===== src/rtl/wmc_pkg.sv =====
/*
 * Package for the wake-up misc control register: offsets, bit positions,
 * reset values and LED option encodings.
 * Assumes the includer addresses registers relative to the unit base.
 */
package wmc_pkg;
    // ****************************************
    // Register window
    // ****************************************
    localparam int         ADDR_W             = 4;
    localparam logic [3:0] OFF_STD_LED        = 4'h0;
    localparam logic [3:0] OFF_MISC_CTL       = 4'h1;
    localparam logic [3:0] OFF_ADV_SPC_LED    = 4'h2;
    localparam logic [3:0] OFF_BLINK_LED      = 4'h3;
    localparam logic [3:0] OFF_KBD_WAKE       = 4'h4;
    localparam logic [3:0] OFF_PS2_CTL        = 4'h5;
    localparam logic [3:0] OFF_KEY_FIRST      = 4'h8;
    localparam logic [3:0] OFF_KEY_LAST       = 4'hF;
    localparam int         BASE_CFG_IDX_LO    = 'h60;
    localparam int         BASE_CFG_IDX_HI    = 'h61;

    // ****************************************
    // Field layout
    // ****************************************
    localparam int BIT_LOCK     = 7;
    localparam int BIT_BAT_GOOD = 5;
    localparam int BIT_LAST_PWR = 2;
    localparam int BIT_LED_HI   = 1;
    localparam int BIT_LED_LO   = 0;
    localparam int BIT_STD_BLK  = 1;
    localparam int BIT_STD_COL  = 0;

    typedef enum logic [1:0] {
        WMC_LED_ADV = 2'h0,
        WMC_LED_STD = 2'h1,
        WMC_LED_SPC = 2'h2,
        WMC_LED_RSV = 2'h3
    } wmc_led_option_select_t;

    localparam logic        LOCK_RST     = 1'h0;
    localparam logic        BAT_GOOD_RST = 1'h0;
    localparam logic        LAST_PWR_RST = 1'h0;
    localparam wmc_led_option_select_t LED_OPTION_SELECT_RST = WMC_LED_SPC;
    localparam logic        SHUT_ORDERLY = 1'h0;
    localparam logic        SHUT_FORCED  = 1'h1;
endpackage


===== src/rtl/wmc_if.sv =====
/*
 * Carrier between the register top and its domain sub-blocks: one host
 * write strobe with byte data, and the lock that gates it.
 * Assumes one clock shared by all users.
 */
`timescale 1ns/1ps
`default_nettype none
interface wmc_wr_if;
    logic       wr_en;
    logic [7:0] wr_data;
    logic       locked;
    modport top (output wr_en, output wr_data, input locked);
    modport lock (input wr_en, input wr_data, output locked);
    modport bat (input wr_en, input wr_data, input locked);
endinterface
`default_nettype wire


===== src/rtl/wmc_lock.sv =====
/*
 * Standby-domain configuration lock, write-one-to-set.
 * Assumes the standby reset is asynchronous active low.
 */
`timescale 1ns/1ps
`default_nettype none
module wmc_lock (
    input  wire logic clk_in,
    input  wire logic nrst_sb_in,
    wmc_wr_if.lock    bus
);
    logic lock_ff;

    // Once set only the standby reset clears it
    always_ff @(posedge clk_in or negedge nrst_sb_in) begin
        if (!nrst_sb_in) begin
            lock_ff <= wmc_pkg::LOCK_RST;
        end else if (bus.wr_en && bus.wr_data[wmc_pkg::BIT_LOCK]) begin
            lock_ff <= 1'b1;
        end
    end

    assign bus.locked = lock_ff;
endmodule
`default_nettype wire


===== src/rtl/wmc_bat.sv =====
/*
 * Battery-domain fields: battery good, last power state, LED option.
 * Assumes supply and sleep indications are synchronous to clk_in.
 */
`timescale 1ns/1ps
`default_nettype none
module wmc_bat (
    input  wire logic                 clk_in,
    input  wire logic                 nrst_bat_in,
    input  wire logic                 battery_low_in,
    input  wire logic                 main_supply_fail_in,
    input  wire logic                 standby_supply_fail_in,
    input  wire logic                 sleep_s3_indication_in,
    wmc_wr_if.bat                     bus,
    output logic                      battery_good_out,
    output logic                      last_power_state_out,
    output wmc_pkg::wmc_led_option_select_t     led_option_select_out
);
    logic                  bat_good_ff;
    logic                  last_pwr_ff;
    logic                  main_fail_ff;
    wmc_pkg::wmc_led_option_select_t led_option_select_ff;

    // ****************************************
    // Battery good
    // ****************************************
    always_ff @(posedge clk_in or negedge nrst_bat_in) begin
        if (!nrst_bat_in) begin
            bat_good_ff <= wmc_pkg::BAT_GOOD_RST;
        end else if (battery_low_in) begin
            bat_good_ff <= 1'b0;
        end else if (main_supply_fail_in || standby_supply_fail_in) begin
            bat_good_ff <= 1'b1;
        end
    end
    // Low battery forces 0 at once, not one clock later
    assign battery_good_out = bat_good_ff && !battery_low_in;

    // ****************************************
    // Last power state
    // ****************************************
    always_ff @(posedge clk_in or negedge nrst_bat_in) begin
        if (!nrst_bat_in) begin
            main_fail_ff <= 1'b0;
        end else begin
            main_fail_ff <= main_supply_fail_in;
        end
    end

    // Capture only on the failing edge; host writes never reach it
    always_ff @(posedge clk_in or negedge nrst_bat_in) begin
        if (!nrst_bat_in) begin
            last_pwr_ff <= wmc_pkg::LAST_PWR_RST;
        end else if (battery_low_in) begin
            last_pwr_ff <= wmc_pkg::LAST_PWR_RST;
        end else if (main_supply_fail_in && !main_fail_ff) begin
            last_pwr_ff <= sleep_s3_indication_in;
        end
    end
    assign last_power_state_out = last_pwr_ff;

    // ****************************************
    // LED option select
    // ****************************************
    always_ff @(posedge clk_in or negedge nrst_bat_in) begin
        if (!nrst_bat_in) begin
            led_option_select_ff <= wmc_pkg::LED_OPTION_SELECT_RST;
        end else if (bus.wr_en && !bus.locked) begin
            led_option_select_ff <= wmc_pkg::wmc_led_option_select_t'(
                bus.wr_data[wmc_pkg::BIT_LED_HI:wmc_pkg::BIT_LED_LO]);
        end
    end
    assign led_option_select_out = led_option_select_ff;
endmodule
`default_nettype wire


===== src/rtl/wmc_top.sv =====
/*
 * Miscellaneous control and status register of the wake-up control unit.
 * Holds the config lock, battery status, last power state and LED option,
 * and hands out write-lock and LED-scheme selects to neighbour registers.
 * Assumes a synchronous byte register port already offset from the base.
 */
//
// Behaviour
// - Misc control register sits at offset 01h of the window.
// - Lock bit 7 is write-one-to-set, writing 0 does nothing, resets 0.
// - Lock blocks writes to this and the listed LED, keyboard, PS/2 registers.
// - Software cannot clear lock; only hardware reset returns it to 0.
// - Battery-good bit 5 clears at once whenever battery low.
// - With battery fine, supply-fail indication sets battery-good.
// - Battery-good reads 0 for low or absent battery, 1 when good; the code reads 1 only once a supply-fail indication has set it.
// - Last power state bit 2 captures S3 sleep level at main failure.
// - Host writes never change the last power state.
// - Battery-domain power-up reset clears last power state.
// - Last power state 0 means orderly shutdown, 1 forced.
// - LED option bits 1-0: 00 advanced, 01 standard, 11 reserved.
// - LED option 10 selects special control and is the reset value.
// - Lock resets with standby domain, other fields with battery domain.
// - Offsets are relative to base held at config indexes 60h-61h.
`timescale 1ns/1ps
`default_nettype none
module wmc_top (
    input  wire logic        clk_in,
    input  wire logic        nrst_in,
    input  wire logic        nrst_bat_in,
    input  wire logic [3:0]  reg_addr_in,
    input  wire logic        reg_wr_in,
    input  wire logic [7:0]  reg_wdata_in,
    output logic      [7:0]  reg_rdata_out,
    input  wire logic        battery_low_in,
    input  wire logic        main_supply_fail_in,
    input  wire logic        standby_supply_fail_in,
    input  wire logic        sleep_s3_indication_in,
    output logic             config_lock_out,
    output logic             battery_good_out,
    output logic             last_power_state_out,
    output logic      [1:0]  led_option_select_out,
    output logic             standard_led_sel_out,
    output logic             advanced_led_sel_out,
    output logic             special_led_sel_out,
    output logic             led_blink_sel_out,
    output logic             std_led_bits_wr_en_out,
    output logic             locked_reg_wr_en_out
);
    wmc_wr_if              wr_bus ();
    wmc_pkg::wmc_led_option_select_t led_option_select;
    logic                  misc_hit;
    logic                  locked_target;
    logic [7:0]            nxt_rdata;
    logic [7:0]            rdata_ff;

    // ****************************************
    // Address decode
    // ****************************************
    // Window offsets are already base-relative: base decode lives upstream
    assign misc_hit = (reg_addr_in == wmc_pkg::OFF_MISC_CTL);
    assign wr_bus.wr_en   = reg_wr_in && misc_hit;
    assign wr_bus.wr_data = reg_wdata_in;

    wmc_lock u_lock (
        .clk_in     (clk_in),
        .nrst_sb_in (nrst_in),
        .bus        (wr_bus)
    );

    wmc_bat u_bat (
        .clk_in                 (clk_in),
        .nrst_bat_in            (nrst_bat_in),
        .battery_low_in         (battery_low_in),
        .main_supply_fail_in    (main_supply_fail_in),
        .standby_supply_fail_in (standby_supply_fail_in),
        .sleep_s3_indication_in (sleep_s3_indication_in),
        .bus                    (wr_bus),
        .battery_good_out       (battery_good_out),
        .last_power_state_out   (last_power_state_out),
        .led_option_select_out  (led_option_select)
    );

    assign config_lock_out       = wr_bus.locked;
    assign led_option_select_out = led_option_select;

    // ****************************************
    // LED scheme selects
    // ****************************************
    assign standard_led_sel_out = (led_option_select == wmc_pkg::WMC_LED_STD);
    assign advanced_led_sel_out = (led_option_select == wmc_pkg::WMC_LED_ADV);
    assign led_blink_sel_out    = (led_option_select == wmc_pkg::WMC_LED_ADV);
    assign special_led_sel_out  = (led_option_select == wmc_pkg::WMC_LED_SPC);

    // ****************************************
    // Write gating for neighbour registers
    // ****************************************
    always_comb begin
        locked_target = 1'b0;
        unique case (reg_addr_in)
            wmc_pkg::OFF_ADV_SPC_LED,
            wmc_pkg::OFF_BLINK_LED,
            wmc_pkg::OFF_KBD_WAKE,
            wmc_pkg::OFF_PS2_CTL: begin
                locked_target = 1'b1;
            end
            default: begin
                locked_target = (reg_addr_in >= wmc_pkg::OFF_KEY_FIRST)
                             && (reg_addr_in <= wmc_pkg::OFF_KEY_LAST);
            end
        endcase
    end
    assign locked_reg_wr_en_out =
        reg_wr_in && locked_target && !wr_bus.locked;
    // Blink and colour bits of the standard register follow the lock, and are writable only while the standard option is selected
    assign std_led_bits_wr_en_out = reg_wr_in && !wr_bus.locked
        && (reg_addr_in == wmc_pkg::OFF_STD_LED)
        && (led_option_select == wmc_pkg::WMC_LED_STD);

    // ****************************************
    // Read data
    // ****************************************
    always_comb begin
        nxt_rdata = 8'h00;
        if (misc_hit) begin
            nxt_rdata[wmc_pkg::BIT_LOCK]     = wr_bus.locked;
            nxt_rdata[wmc_pkg::BIT_BAT_GOOD] = battery_good_out;
            nxt_rdata[wmc_pkg::BIT_LAST_PWR] = last_power_state_out;
            nxt_rdata[wmc_pkg::BIT_LED_HI:wmc_pkg::BIT_LED_LO] = led_option_select;
        end
    end

    always_ff @(posedge clk_in or negedge nrst_in) begin
        if (!nrst_in) begin
            rdata_ff <= 8'h00;
        end else begin
            rdata_ff <= nxt_rdata;
        end
    end
    assign reg_rdata_out = rdata_ff;
endmodule
`default_nettype wire


===== config.mk =====
export PLATFORM = sky130hd
export DESIGN_NAME = wmc_top
export DESIGN_NICKNAME = d
export VERILOG_FILES = /design/src/rtl/wmc_pkg.sv /design/src/rtl/wmc_if.sv /design/src/rtl/wmc_lock.sv /design/src/rtl/wmc_bat.sv /design/src/rtl/wmc_top.sv
export SDC_FILE = /design/constraint.sdc
export NUM_CORES = 1
export LEC_CHECK = 0
export BUFFER_PORTS_ARGS = -buffer_cell sky130_fd_sc_hd__buf_2
export CAP_MARGIN = 20
export CORE_MARGIN = 2
export CORE_UTILIZATION = 37
export DETAILED_ROUTE_END_ITERATION = 8
export PLACE_DENSITY = 0.76
export RECOVER_POWER = 50
export SLEW_MARGIN = 15
export SYNTH_ARGS = -nofsm -noshare
export SYNTH_HDL_FRONTEND = slang
export SYNTH_SLANG_ARGS = --single-unit

===== constraint.sdc =====
create_clock -name clk_in -period 1.2 [get_ports clk_in]
set_clock_uncertainty 0.05 [all_clocks]
set_input_delay 0.12 -clock clk_in [delete_from_list [all_inputs] [get_ports clk_in]]
set_output_delay 0.12 -clock clk_in [all_outputs]
set_load 0.02 [all_outputs]

==> results.cfg <==
[timing]
slew_violations = 0
tns_ns = -0.738
setup_viol_count_final = 7
rsz0062_at_grt = true
timing.fmax_mhz = 732
finalCritPeriodShare = 1.14
timing.final.ws_setup_ns = -0.167
min_period_ns = 1.37
finalHoldViolCount = 0

[finish]
areaGrowthSynthToFinish_pct = 60.4
most-common-layout-cells = 23 x buf_2, 9 x dfrtp_1, 5 x and2_2, 5 x buf_4
final_common_cell = buf_2
antenna_cells = 0
fin_cells = 97
nets = 103
drive_above_1_share = 0.610

[global_route]
grt_pass1_vias = 410
grt.overflow.total = 0
grt_pass1_wl_um = 1720
antenna_found_initial = 0
grt_max_degree = 8
grt_usage = 0.166

[routing]
dr_wl_met2_um = 702
via_per_inst = 4.54
drt_iter0_markers = 5
wl_per_cell_um = 12.9
drt_wl_total_um = 1250
wl_met1_um = 472
wl_met3_um = 77
detail-route-antenna-nets = 0
dr.pass1.iters = 3
top_layer_used = met3
drc = 0
vias = 440

[synthesis]
netlist_area_um2 = 503
synth_top_family_by_area = simple AND/OR/NAND/NOR gates
syn_avg_cell_area_um2 = 12.3
synth-simple-area-share = 0.284
synthMuxAreaShare = 0.0647
synth_fa_ha_area_frac = 0
synth_compound_gate_area_share = 0.0174
yosys_warnings = 0
synth-seq-cells = 11
yosysSeqAreaShare = 0.550
yosys.cell_types.count = 17
syn_inst = 41
synth-xor-area-share = 0.0174

[power]
ir_drop_uv = 681
leakage_nw = 0.453
power_density_nw_per_um2 = 1330

[clocking]
cts_max_level = 1
cts_inserted_buffers = 3
clock_sinks = 11
clockBufferDepth = 2
clk_latency_ns = 0.27
cts_tree = built
clkTransAtPathRegs_ns = 0.07
cts_root_buf = clkbuf_4

[floorplan]
coreArea_um2 = 1280
dieHeight_um = 40.9
fp.dieArea_um2 = 1670
initial_core_util = 0.391
ios = 39
dieWidth_um = 40.9
rows = 13

[min_path]
hp-class = input port to register
hold_depth = 2
hold-path-endpoint = u_bat.led_option_select_out[1]
holdCritStartpoint = reg_wdata_in[1]

[worst_setup_path]
path_cells = nor2b_4 -> and3b_1 -> buf_6
critPathKind = register to output pin
arrival_ns = 1.20
r2r-end = u_bat.led_option_select_out[0]
cp-start-kind = register
reg2reg_depth = 3
r2r_start = u_lock.bus.locked
r2r_setup_slack_ns = 0.02
crit_required_ns = 1.03
cp_slowest_cell = dfstp_2
max_stage_delay_ns = 0.59
worstPathMaxFanout = 4
cp_num_buf_inv = 1
critPathCaptureType = output pin
crit_family = flip-flops

[placement]
portBuffers = 30
dp_slack_ns = -0.0125
place_inst = 86
dp_hpwl_um = 791
place.gp.congestion = 0.612

[outcome]
violations = setup timing
outcome = complete, but fails checks

[job]
maxCapViolCount = 0
==> metrics by stage <==
stage | utilization | hold WS (ns) | area, um2 | power [mW]
2_1_floorplan | - | -0.226 | 518 | 0.640
3_3_place_gp | 0.523 | -0.113 | 672 | 0.735
3_5_place_dp | 0.523 | -0.111 | 672 | 0.740
4_1_cts | 0.622 | 0.0102 | 800 | 1.07
5_1_grt | 0.628 | 0.0144 | 807 | 1.13
6_report | 0.628 | 0.0139 | 807 | 1.08
==> cell usage after synthesis <==
master / count / area, um2
and3b_1: 1 / 8.76
mux2_1: 2 / 22.5
dfstp_2: 1 / 26.3
nor2_1: 5 / 18.8
xor2_1: 1 / 8.76
dfrtp_1: 10 / 250
nor2b_1: 3 / 18.8
nor4b_4: 1 / 23.8
and2_2: 5 / 37.5
buf_4: 4 / 30.0
a31o_2: 1 / 8.76
mux2i_1: 1 / 10.0
nand2b_1: 2 / 12.5
conb_1: 1 / 3.75
nor3_1: 1 / 5.00
nor4_1: 1 / 6.26
nand3b_2: 1 / 11.3
==> flip-flops by register name, summed over array words and instances, names as in the netlist <==
name and flops:
u_lock.bus.locked 1, u_bat.last_power_state_out 1, u_bat.main_fail_ff 1, u_bat.bat_good_ff 1
reg_rdata_out 5, u_bat.led_option_select_out 2
==> timing repair <==
| action | 4_1_cts | 5_1_grt |
|---|---|---|
| gates resized for setup | 9 | 6 |
| buffers inserted | 3 | 0 |
| pin swaps | 1 | 0 |
| hold buffers | 4 | 0 |
| hold endpoints to repair | 14 | 0 |
| setup endpoints to repair | 7 | 8 |
==> how the worst max path moves through the flow <==
stage / cells past startpoint / startpoint / to / slack [ns]
after floorplan: 2 / u_bat.led_option_select_out[0] / led_blink_sel_out / -0.02
after global placement: 4 / reg_addr_in[1] / u_bat.led_option_select_out[0] / 0.02
after detailed placement: 5 / reg_addr_in[1] / std_led_bits_wr_en_out / -0.01
after CTS: 3 / u_bat.led_option_select_out[1] / std_led_bits_wr_en_out / -0.16
after global routing: 3 / u_bat.led_option_select_out[1] / std_led_bits_wr_en_out / -0.20
final: 3 / u_bat.led_option_select_out[1] / std_led_bits_wr_en_out / -0.17
==> cell type report <==
| cell class | instances | area [um2] |
|---|---|---|
| fillers | 106 | 478 |
| flip-flops and latches | 11 | 278 |
| multi-input cells | 28 | 241 |
| repair buffers | 39 | 241 |
| clock buffers | 3 | 22.5 |
| well taps | 15 | 18.8 |
| clock inverters | 1 | 5.00 |
==> worst reg2reg max path: stages (launching register included) <==
cell	delay, ns
dfrtp_1	0.39
clkbuf_1	0.14
nand3b_4	0.18
mux2_4	0.30
==> routing by layer <==
layer  track usage  vias to the layer above
met5             0                        -
met4        0.0583                        0
met3         0.103                        0
met2         0.293                       16
met1         0.153                      213
li1              -                      211
==> where the power goes <==
group          internal [mW]  switching [mW]
Combinational          0.184           0.202
Clock                  0.123           0.121
Sequential             0.410          0.0354
==> cell families after synthesis <==
family                 count (synthesis)
AO/OA/AOI/OAI                          1
XOR/XNOR                               1
buffers and inverters                  4
flip-flops                            11
multiplexers                           3
other                                  1
AND/OR/NAND/NOR                       20
(Power assumes the default switching activity.)
